$ cat src/scdr_pkg.sv
// package for the socket i/o offset and card detect register block
// assumes byte-wide register access from the host-side access logic
`default_nettype none

package scdr_pkg;

  // ----------------------------------------------------------------
  // register offsets
  // ----------------------------------------------------------------
  localparam logic [11:0] CARD_DETECT_OFS = 12'h816; // card detect and general control
  localparam logic [11:0] IOWIN0_LOW_OFS  = 12'h836; // i/o window 0 offset low byte
  localparam logic [11:0] IOWIN0_HIGH_OFS = 12'h837; // i/o window 0 offset high byte
  localparam logic [11:0] IOWIN1_LOW_OFS  = 12'h838; // i/o window 1 offset low byte
  localparam logic [11:0] IOWIN1_HIGH_OFS = 12'h839; // i/o window 1 offset high byte

  // ----------------------------------------------------------------
  // field positions of the card detect register
  // ----------------------------------------------------------------
  localparam int VS_B_BIT      = 7; // second voltage-sense level
  localparam int VS_A_BIT      = 6; // first voltage-sense level
  localparam int SOFT_IRQ_BIT  = 5; // software card-detect interrupt, write-only
  localparam int WAKE_EN_BIT   = 4; // card-detect wake enable
  localparam int CLR_REGS_BIT  = 1; // clear registers on removal
  localparam int OFS_EVEN_BIT  = 0; // low offset bit, always zero

  // ----------------------------------------------------------------
  // reset values
  // ----------------------------------------------------------------
  localparam logic [7:0] OFS_RESET  = 8'h00; // offset bytes
  localparam logic       CTRL_RESET = 1'b0;  // control bits

  // host register access bundle
  typedef struct packed {
    logic        rd;    // read strobe
    logic        wr;    // write strobe
    logic [11:0] addr;  // register offset
    logic [7:0]  wdata; // write data
  } scdr_req_s;

endpackage : scdr_pkg

`default_nettype wire

$ cat src/scdr_regs.sv
// socket i/o window offset registers and card detect/general control
// assumes the host access logic presents synchronous byte strobes on clk,
// and that card-detect/removal/status-change inputs are synchronous levels
`default_nettype none

// Summary of operation
// - low byte holds offset bits, bit0 zero
// - high byte fully read/write, resets zero
// - two windows, each with low/high bytes
// - bit 7 returns live sense-b pin
// - bit 6 returns live sense-a pin
// - soft irq fires only when enabled
// - wake output low after change when bit4 set, until cleared or bit4 cleared
// - removal resets the offset registers when bit1 set
// - bits 3,2,0 read zero, ignore writes
module scdr_regs #(
  parameter int NUM_WIN = 2 // number of i/o windows
) (
  // clock and reset
  input  wire logic               clk,
  input  wire logic               arst_n,
  // host register access
  input  wire scdr_pkg::scdr_req_s hostReq,
  output logic [7:0]              rdData,
  // socket pins
  input  wire logic               voltage_sense_a,
  input  wire logic               voltage_sense_b,
  input  wire logic               card_detect_a,
  input  wire logic               card_detect_b,
  // status-change context
  input  wire logic               cardRemoved,
  input  wire logic               cardDetectIrqEn,
  input  wire logic               cscStatusClear,
  // outputs
  output logic                    softCardDetectIrq,
  output logic                    ring_wake_out,
  output logic [15:0]             ioWinOffset [NUM_WIN]
);

  // ----------------------------------------------------------------
  // storage
  // ----------------------------------------------------------------
  // map: 816 card detect/control, 836/837 window 0 low/high,
  // 838/839 window 1 low/high; every other offset reads zero
  // only bits 4 and 1 of 816 hold state; the sense bits are live pins
  // and the soft interrupt bit is a strobe, so neither needs a flop
  logic [7:0] ofsLow_q  [NUM_WIN]; // low offset bytes
  logic [7:0] ofsHigh_q [NUM_WIN]; // high offset bytes
  logic       wakeEn_q;            // card_detect_wake_enable
  logic       clrRegs_q;           // clear_regs_on_removal
  logic [1:0] cdPrev_q;            // previous card-detect levels
  logic       wakeLow_q;           // ring-wake asserted state
  logic       softIrq_q;           // soft interrupt pulse
  logic [7:0] rdData_q;            // registered read data
  logic       removalClear;        // removal wipes registers
  logic       cdChange;            // card-detect edge seen
  logic       ctrlWr;              // write to card detect register

  // removal clears only while the policy bit is set
  assign removalClear = cardRemoved && clrRegs_q;
  // any write that lands on the card detect register
  assign ctrlWr = hostReq.wr && (hostReq.addr == scdr_pkg::CARD_DETECT_OFS);
  // either detect pin moving counts as one change
  assign cdChange = ({card_detect_b, card_detect_a} != cdPrev_q);

  // ----------------------------------------------------------------
  // offset registers, one pair per window
  // ----------------------------------------------------------------
  // removal clear beats a host write in the same cycle, so a write racing
  // a card pull never leaves a stale window behind
  // window w lives at the window 0 offsets plus two per window
  for (genvar w = 0; w < NUM_WIN; w++) begin : g_win
    localparam logic [11:0] LOW_OFS  = scdr_pkg::IOWIN0_LOW_OFS + 12'(2 * w);
    localparam logic [11:0] HIGH_OFS = scdr_pkg::IOWIN0_HIGH_OFS + 12'(2 * w);

    // low byte, bit 0 forced to zero on every write
    always_ff @(posedge clk or negedge arst_n) begin
      if (!arst_n) begin
        ofsLow_q[w] <= scdr_pkg::OFS_RESET;
      end else if (removalClear) begin
        ofsLow_q[w] <= scdr_pkg::OFS_RESET;
      end else if (hostReq.wr && hostReq.addr == LOW_OFS) begin
        ofsLow_q[w] <= {hostReq.wdata[7:1], 1'b0};
      end
    end

    // high byte, all bits writable
    always_ff @(posedge clk or negedge arst_n) begin
      if (!arst_n) begin
        ofsHigh_q[w] <= scdr_pkg::OFS_RESET;
      end else if (removalClear) begin
        ofsHigh_q[w] <= scdr_pkg::OFS_RESET;
      end else if (hostReq.wr && hostReq.addr == HIGH_OFS) begin
        ofsHigh_q[w] <= hostReq.wdata;
      end
    end

    assign ioWinOffset[w] = {ofsHigh_q[w], ofsLow_q[w]};
  end

  // ----------------------------------------------------------------
  // offset checks
  // ----------------------------------------------------------------
  // the even-offset rule must hold in every cycle, not only after writes
  chk_low_even: assert property (@(posedge clk) disable iff (!arst_n)
    ofsLow_q[0][0] == 1'b0 && ofsLow_q[NUM_WIN - 1][0] == 1'b0)
    else $error("offset low byte bit 0 not zero");

  // window 0 low byte keeps the upper seven written bits
  chk_low_write: assert property (@(posedge clk) disable iff (!arst_n)
    hostReq.wr && hostReq.addr == scdr_pkg::IOWIN0_LOW_OFS && !removalClear
    |=> ofsLow_q[0] == {$past(hostReq.wdata[7:1]), 1'b0})
    else $error("low byte did not take write");

  // window 0 high byte takes every written bit
  chk_high_write: assert property (@(posedge clk) disable iff (!arst_n)
    hostReq.wr && hostReq.addr == scdr_pkg::IOWIN0_HIGH_OFS && !removalClear
    |=> ofsHigh_q[0] == $past(hostReq.wdata))
    else $error("high byte did not take write");

  // window 1 high byte is storage of its own, apart from window 0
  chk_win1_high: assert property (@(posedge clk) disable iff (!arst_n)
    hostReq.wr && hostReq.addr == scdr_pkg::IOWIN1_HIGH_OFS && !removalClear
    |=> ofsHigh_q[NUM_WIN - 1] == $past(hostReq.wdata) && $stable(ofsHigh_q[0]))
    else $error("window 1 high byte write wrong");

  // window 1 low byte write leaves window 0 untouched
  chk_win1_low: assert property (@(posedge clk) disable iff (!arst_n)
    hostReq.wr && hostReq.addr == scdr_pkg::IOWIN1_LOW_OFS && !removalClear
    |=> ofsLow_q[NUM_WIN - 1] == {$past(hostReq.wdata[7:1]), 1'b0} && $stable(ofsLow_q[0]))
    else $error("window 1 low byte write wrong");

  // removal with the policy bit set empties both windows
  chk_removal_clear: assert property (@(posedge clk) disable iff (!arst_n)
    removalClear |=> ioWinOffset[0] == 16'h0000 && ioWinOffset[NUM_WIN - 1] == 16'h0000)
    else $error("removal did not clear offsets");

  // removal with the policy bit clear leaves the windows alone
  chk_removal_kept: assert property (@(posedge clk) disable iff (!arst_n)
    cardRemoved && !clrRegs_q && !hostReq.wr
    |=> $stable(ioWinOffset[0]) && $stable(ioWinOffset[NUM_WIN - 1]))
    else $error("removal changed offsets with clearing off");

  // ----------------------------------------------------------------
  // control bits of the card detect register
  // ----------------------------------------------------------------
  // bit 1 itself is not wiped by removal, so the policy survives the event
  always_ff @(posedge clk or negedge arst_n) begin
    if (!arst_n) begin
      wakeEn_q  <= scdr_pkg::CTRL_RESET;
      clrRegs_q <= scdr_pkg::CTRL_RESET;
    end else if (ctrlWr) begin
      wakeEn_q  <= hostReq.wdata[scdr_pkg::WAKE_EN_BIT];
      clrRegs_q <= hostReq.wdata[scdr_pkg::CLR_REGS_BIT];
    end
  end

  // bit 5 is a strobe only: nothing is stored, so a read never sees it
  // and a write with the enable low leaves no trace to fire later
  // soft interrupt: one-cycle pulse, gated by the card-detect enable
  always_ff @(posedge clk or negedge arst_n) begin
    if (!arst_n) begin
      softIrq_q <= 1'b0;
    end else begin
      softIrq_q <= ctrlWr && hostReq.wdata[scdr_pkg::SOFT_IRQ_BIT] && cardDetectIrqEn;
    end
  end
  assign softCardDetectIrq = softIrq_q;

  // ----------------------------------------------------------------
  // control checks
  // ----------------------------------------------------------------
  // a pulse needs an enabled write of 1 to bit 5 one cycle before
  chk_soft_irq: assert property (@(posedge clk) disable iff (!arst_n)
    softCardDetectIrq
    |-> $past(ctrlWr && hostReq.wdata[scdr_pkg::SOFT_IRQ_BIT] && cardDetectIrqEn))
    else $error("soft interrupt without enabled write");

  // and every such write does produce the pulse
  chk_soft_fire: assert property (@(posedge clk) disable iff (!arst_n)
    ctrlWr && hostReq.wdata[scdr_pkg::SOFT_IRQ_BIT] && cardDetectIrqEn
    |=> softCardDetectIrq)
    else $error("enabled soft interrupt write gave no pulse");

  // with the enable low the write is dropped without a pulse
  chk_soft_gated: assert property (@(posedge clk) disable iff (!arst_n)
    ctrlWr && !cardDetectIrqEn |=> !softCardDetectIrq)
    else $error("soft interrupt fired while disabled");

  // the two stored control bits take the written values
  chk_ctrl_store: assert property (@(posedge clk) disable iff (!arst_n)
    ctrlWr |=> wakeEn_q == $past(hostReq.wdata[scdr_pkg::WAKE_EN_BIT])
      && clrRegs_q == $past(hostReq.wdata[scdr_pkg::CLR_REGS_BIT]))
    else $error("control bits did not take write");

  // ----------------------------------------------------------------
  // ring-wake on card-detect change
  // ----------------------------------------------------------------
  // after reset the stored levels are zero, which differs from an empty
  // socket; the false change this gives is harmless because the wake
  // enable is also cleared by reset and only acts a write later
  // previous levels, used for edge detection
  always_ff @(posedge clk or negedge arst_n) begin
    if (!arst_n) begin
      cdPrev_q <= 2'h0;
    end else begin
      cdPrev_q <= {card_detect_b, card_detect_a};
    end
  end

  // a new change wins over a clear in the same cycle
  always_ff @(posedge clk or negedge arst_n) begin
    if (!arst_n) begin
      wakeLow_q <= 1'b0;
    end else if (wakeEn_q && cdChange) begin
      wakeLow_q <= 1'b1;
    end else if (cscStatusClear || !wakeEn_q) begin
      wakeLow_q <= 1'b0;
    end
  end
  assign ring_wake_out = !wakeLow_q;

  // ----------------------------------------------------------------
  // wake checks
  // ----------------------------------------------------------------
  // once low, only a clear (or the enable dropping) may release it
  chk_wake_hold: assert property (@(posedge clk) disable iff (!arst_n)
    !ring_wake_out && !cscStatusClear && wakeEn_q |=> !ring_wake_out)
    else $error("ring-wake released before clear");

  // an enabled change pulls the output low on the next cycle
  chk_wake_set: assert property (@(posedge clk) disable iff (!arst_n)
    wakeEn_q && cdChange |=> !ring_wake_out)
    else $error("ring-wake not driven low on change");

  // a clear with no fresh change releases the output next cycle
  chk_wake_release: assert property (@(posedge clk) disable iff (!arst_n)
    cscStatusClear && !(wakeEn_q && cdChange) |=> ring_wake_out)
    else $error("ring-wake not released by clear");

  // with the enable clear a change never pulls the output low
  chk_wake_off: assert property (@(posedge clk) disable iff (!arst_n)
    !wakeEn_q |=> ring_wake_out)
    else $error("ring-wake low while disabled");

  // ----------------------------------------------------------------
  // read data
  // ----------------------------------------------------------------
  // registered so the host sees a steady byte that holds until the next read;
  // a read and a write to one register in one cycle returns the old value
  always_ff @(posedge clk or negedge arst_n) begin
    if (!arst_n) begin
      rdData_q <= 8'h00;
    end else if (hostReq.rd) begin
      case (hostReq.addr)
        scdr_pkg::CARD_DETECT_OFS: rdData_q <= {voltage_sense_b, voltage_sense_a,
                                                1'b0, wakeEn_q, 2'b00,
                                                clrRegs_q, 1'b0};
        scdr_pkg::IOWIN0_LOW_OFS:  rdData_q <= ofsLow_q[0];
        scdr_pkg::IOWIN0_HIGH_OFS: rdData_q <= ofsHigh_q[0];
        scdr_pkg::IOWIN1_LOW_OFS:  rdData_q <= ofsLow_q[NUM_WIN - 1];
        scdr_pkg::IOWIN1_HIGH_OFS: rdData_q <= ofsHigh_q[NUM_WIN - 1];
        default:                   rdData_q <= 8'h00; // unmapped reads zero
      endcase
    end
  end
  assign rdData = rdData_q;

  // ----------------------------------------------------------------
  // read checks
  // ----------------------------------------------------------------
  // the sense bits show the pins as they stood at the read edge
  chk_sense_read: assert property (@(posedge clk) disable iff (!arst_n)
    hostReq.rd && hostReq.addr == scdr_pkg::CARD_DETECT_OFS
    |=> rdData[7:6] == $past({voltage_sense_b, voltage_sense_a}))
    else $error("sense levels not reported");

  // write-only and reserved bits never read back as one
  chk_reserved_zero: assert property (@(posedge clk) disable iff (!arst_n)
    $past(hostReq.rd) && $past(hostReq.addr) == scdr_pkg::CARD_DETECT_OFS
    |-> rdData[5] == 1'b0 && rdData[3:2] == 2'b00 && rdData[0] == 1'b0)
    else $error("reserved or write-only bit read nonzero");

  // the two stored control bits read back where they were written
  chk_ctrl_read: assert property (@(posedge clk) disable iff (!arst_n)
    hostReq.rd && hostReq.addr == scdr_pkg::CARD_DETECT_OFS
    |=> rdData[scdr_pkg::WAKE_EN_BIT] == $past(wakeEn_q)
      && rdData[scdr_pkg::CLR_REGS_BIT] == $past(clrRegs_q))
    else $error("control bits read back wrong");

  // window 0 high byte reads back its stored value
  chk_high_read: assert property (@(posedge clk) disable iff (!arst_n)
    hostReq.rd && hostReq.addr == scdr_pkg::IOWIN0_HIGH_OFS
    |=> rdData == $past(ofsHigh_q[0]))
    else $error("high byte read wrong");

  // window 1 low byte reads from its own storage
  chk_win1_read: assert property (@(posedge clk) disable iff (!arst_n)
    hostReq.rd && hostReq.addr == scdr_pkg::IOWIN1_LOW_OFS
    |=> rdData == $past(ofsLow_q[NUM_WIN - 1]))
    else $error("window 1 low byte read wrong");

endmodule : scdr_regs

`default_nettype wire

$ cat config.mk
export PLATFORM = sky130hd
export DESIGN_NAME = scdr_regs
export DESIGN_NICKNAME = d
export VERILOG_FILES = /design/src/scdr_pkg.sv /design/src/scdr_regs.sv
export SDC_FILE = /design/constraint.sdc
export NUM_CORES = 1
export LEC_CHECK = 0
export ABC_AREA = 0
export BUFFER_PORTS_ARGS = -buffer_cell sky130_fd_sc_hd__clkbuf_2
export CAP_MARGIN = 0
export CORE_ASPECT_RATIO = 1.1
export CORE_UTILIZATION = 45
export CTS_CLUSTER_DIAMETER = 30
export DETAILED_ROUTE_END_ITERATION = 10
export PLACE_DENSITY = 0.74
export SETUP_SLACK_MARGIN = 0.4
export SLEW_MARGIN = 20
export SYNTH_ARGS = -nofsm -noshare
export SYNTH_HDL_FRONTEND = slang
export SYNTH_SLANG_ARGS = --single-unit
$ cat constraint.sdc
create_clock -name clk -period 1.1 [get_ports clk]
set_clock_uncertainty 0.2 [all_clocks]
set_input_delay 0.11 -clock clk [delete_from_list [all_inputs] [get_ports clk]]
set_output_delay 0.11 -clock clk [all_outputs]
set_load 0.02 [all_outputs]
Yosys cells after proc, flatten, opt, wreduce, memory -nomap -nowiden. Index checks and enable logic that the tools add are counted.

Equal/unequal tests: 6. Multiplexer cells: 11. Reduce and logical (&&, ||, !) cells: 17.

Operators with widths (number): $mux 8 (8); $eq 12x12->1 const B (5); $pmux 8 s5 (1); $reduce_bool 2->1 (5); $logic_and 1x1->1 (9); $logic_not 1->1 (2); $mux 1 (2); $ne 2x2->1 (1); $logic_or 1x1->1 (1).

Bits in registers: 46. Input port bits: 31. Output and inout bits: 42. Logic and storage cells: 44.

Logic depth before layout (Yosys ltp).
Word-level depth: 4. Depth in mapped cells: 6.

Least setup slack after synthesis. No wires, ideal clock.

Path kind: input port to flip-flop. Start: input hostReq[17] in the netlist's numbering. End: register ofsHigh_q (netlist bit ioWinOffset[24]). Arrival: 1.272 ns. Slack: -0.504 ns. Stages: 5. Path through: nor4b_4 and4_1 buf_6 mux2i_1 nor2_1.

Longest elaborated chain between the ends: 3.

Ends and longest elaborated chain: from (decl) (line scdr_regs.sv:23) `input wire scdr_pkg::scdr_req_s hostReq,`; $eq 12x12->1 (line scdr_regs.sv:93) `end else if (hostReq.wr && hostReq.addr == HIGH_OFS) begin`; $logic_and 1x1->1 (line scdr_regs.sv:93); $reduce_bool 2->1 (no line); to (signal, indexed assignment) (line scdr_regs.sv:90) `ofsHigh_q[w] <= scdr_pkg::OFS_RESET;`; to (signal, indexed assignment) (line scdr_regs.sv:92) `ofsHigh_q[w] <= scdr_pkg::OFS_RESET;`; to (signal, indexed assignment) (line scdr_regs.sv:94) `ofsHigh_q[w] <= hostReq.wdata;`; to (decl) (line scdr_regs.sv:48) `logic [7:0] ofsHigh_q [NUM_WIN];`.

Every way passes these cells. A chain may end at the register's enable or synchronous reset.

Worst setup path in the final report.
Start: input hostReq[8] in the netlist's numbering. End: register ofsHigh_q (netlist bit ioWinOffset[25]).

The elaborated chain is that of the path after synthesis.

==> flow_metrics.tcl <==
set metrics [dict create \
    largest_driver_fanout_on_the_critical_path 19 \
    power_frac_seq_pct 52.4 \
    critical_path.reg2reg.startpoint "ioWinOffset[25]" \
    final_antenna_net_count 0 \
    cts-buffers-inserted 5 \
    drt-vias-per-instance 5.67 \
    yosys.cell_types.count 39 \
    placeableCoreArea_sq_um 4680 \
    cp.arrival_ns 1.44 \
    total_iterations_of_the_first_detailed_routing_run 4 \
    cts_tree "built" \
    layout.nets 383 \
    grt_usage_pct 28.1 \
    synth_area_sq_um 2230 \
    place_congestion 0.822 \
    die_w_um 69.1 \
    violations "hold timing, setup timing" \
    worstSetupStartpointType "primary input" \
    min-delay-path-class "primary input to async pin" \
    cts_max_path_buffers 2 \
    die_h_um 75.8 \
    wire_length_of_the_first_global_routing_pass_mm 11.2 \
    post_synth_most_frequent_cells "dfrtp_1 (44), nor2_1 (35), mux2i_1 (30)" \
    setup.worst_path.class "primary input to flop" \
    floorplan.initialDensity_pct 47.5 \
    hold_ws_ns -0.432 \
    largest_incremental_delay_on_the_critical_path_ns 0.32 \
    worst_setup_path_end_kind "flop" \
    crit_required_ns 1.09 \
    clock_insertion_delay_worst_skew_ns 0.30 \
    power_density_nw_per_um2 781 \
    grt_max_degree 45 \
    synth_largest_type_area_fraction_pct 49.4 \
    most_common_flop_cell_mapped_by_yosys "dfrtp_1" \
    cap_violations 0 \
    worst_path_most_repeated_cell "buf_6" \
    cts_num_sinks 44 \
    detail_route.wirelength_mm 8.12 \
    postLayoutSetupSlackWorst_ns -0.350 \
    dp_hpwl_mm 4.35 \
    synth_most_common_cell "dfrtp_1" \
    maxSlewViolCount 0 \
    worst_setup_hold_path_clk_slew_ns 0.09 \
    drt_iter0_markers 227 \
    rsz0062_at_grt "yes" \
    min_period_over_period_pct 132 \
    hold_viol_final 75 \
    synth-seq-area-share_pct 49.4 \
    power.share.combinational_pct 12.4 \
    gr-total-overflow 0 \
    irDropWorstVdd_uv 546 \
    power_switching_mw 0.801 \
    post_synth_edffs 0 \
    dr_total_vias 2320 \
    fp.dieArea_sq_um 5230 \
    port_buffers 70 \
    run_status "complete, but fails checks" \
    synth_largest_area_cell "dfrtp_1" \
    ctsHtreeMaxLevel 2 \
    fin_crit_ns 1.45 \
    ys_top_cells_by_area "dfrtp_1 (49%), mux2i_1 (13%), nor2_1 (5.9%), a221oi_2 (2.0%), nand2_1 (1.9%)" \
    fillCellCount 227 \
    async_reset_ff_share_pct 100 \
    routedWlPerCell_um 19.9 \
    synth-warning-count 0 \
    p_leak_nw 1.99 \
    antenna_found_initial 0 \
    worstPathBufferInverterCount 3 \
    fmax_mhz 690 \
    drt_drc_violations_left 0 \
    rows 26 \
    worstPathCellList "buf_4 -> buf_6 -> and2_1 -> and4_4 -> buf_6 -> mux2i_1 -> nor2_1" \
    drive_gt1_share_pct 58.4 \
    clockRootBuffer "clkbuf_8" \
    number_of_setup_violations_in_the_final_report 80 \
    p_int_mw 2.31 \
    crit_start "hostReq[8]" \
    switching_share_pct 25.7 \
    area.growth.synth_to_final_pct 78.9 \
    syn_inst 208 \
    clock_power_share_pct 35.2 \
    largest_delay_contributor_family_on_the_critical_path "simple AND/OR/NAND/NOR gates" \
    n_antenna_cell 0 \
    first_global_vias 2258 \
    timing.critical_path.slowest_stage_cell "and4_4" \
    synthesis.area_per_instance_sq_um 10.7 \
    synth-seq-cells 44 \
    dpl_worst_slack_ns -0.659 \
    pin_count 73 \
]
[area by class of cell]
type	instances	area (sq um)	share of cell area, %
clock buffer	6	82.6	2.07
timing repair buffer	151	1520	38.2
sequential	44	1130	28.3
clock inverter	2	15.0	0.377
tap	56	70.1	1.76
inverter	2	7.51	0.188
multi-input combinational	148	1160	29.1
[logic make-up (layout without fill, tap and decap cells)]
kind of cell | Yosys count | in the layout | synth area share (%)
compound gates | 28 | 28 | 10.0
buf+inv | 17 | 161 | 3.99
simple gates | 84 | 84 | 21.1
other cells | 1 | 2 | 0.168
xor+xnor | 2 | 2 | 0.787
flops | 44 | 44 | 49.4
mux | 32 | 32 | 14.5
[worst reg2reg max path: stages (launching register included)]
cell and delay [ns]:
dfrtp_1 0.39, buf_4 0.14, nand3_1 0.09, a311oi_2 0.11, a211o_1 0.30
[final timing paths]
check	to	slack, ns	cells after the start
worst max-delay path	ioWinOffset[25]	-0.35	7
worst min-delay path	cdPrev_q[1]	-0.43	2
worst max register to register	rdData[1]	-0.24	4
worst min register to register	rdData[7]	0.34	1
max in group asynchronous	rdData[3]	0.89	2
min in group clk	cdPrev_q[0]	-0.26	1
[metrics by stage]
stage	power, mW	util [%]	instance area [sq um]	setup TNS, ns	instances
after floorplan	1.77	-	2290	-17.75	209
after global placement	1.95	64.5	3020	-20.81	370
after detailed placement	1.95	64.5	3020	-21.50	370
after CTS	3.05	78.9	3690	-12.04	402
after global routing	3.21	85.1	3990	-16.93	409
final	3.11	85.1	3990	-14.37	409
[registers in the layout, summed over array words and instances (netlist names)]
name               count
ioWinOffset           30
rdData                 8
cdPrev_q               2
clrRegs_q              1
softCardDetectIrq      1
wakeEn_q               1
wakeLow_q              1
[what timing repair did]
| action | 4_1_cts | 5_1_grt |
|---|---|---|
| setup endpoints to repair | 82 | 82 |
| pin swaps | 7 | 17 |
| setup buffers | 24 | 7 |
| hold endpoints to repair | 79 | 73 |
| gates resized for setup | 88 | 93 |
[per-layer routing]
metal / track usage [%] / part of all wire [%] / vias to the layer above
met5: 0 / 0 / -
met4: 7.48 / 3.4 / 0
met1: 35.1 / 37 / 1143
met3: 5.69 / 7.2 / 27
li1: - / - / 1029
met2: 50.5 / 53 / 121
[power groups by stage]
stage	sequential, mW	clock, mW	combinational [mW]
final	1.63	1.10	0.387
after global routing	1.63	1.16	0.413
after CTS	1.63	1.10	0.320
after detailed placement	1.66	0	0.288
after global placement	1.66	0	0.285
after floorplan	1.67	0	0.106
[cell usage in the layout (no fill, tap or decap), drive strengths merged]
cell / count
xor2: 1
clkinvlp: 2
dfrtp: 44
a211o: 4
and4: 2
a221oi: 3
o21a: 1
nand2: 11
nor4bb: 2
mux2: 2
nand4: 4
a32o: 1
nand3b: 5
inv: 2
nor3: 2
or2: 1
a22oi: 3
nand3: 9
and3b: 1
conb: 2
a311oi: 4
buf: 124
xnor2: 1
nor2: 35
mux2i: 30
nand2b: 3
and2: 2
nor4b: 1
a21oi: 8
and3: 3
a32oi: 2
clkbuf: 33
nor2b: 1
nor3b: 2
o21ai: 2
Note: power is estimated with default switching activity, not from simulation.
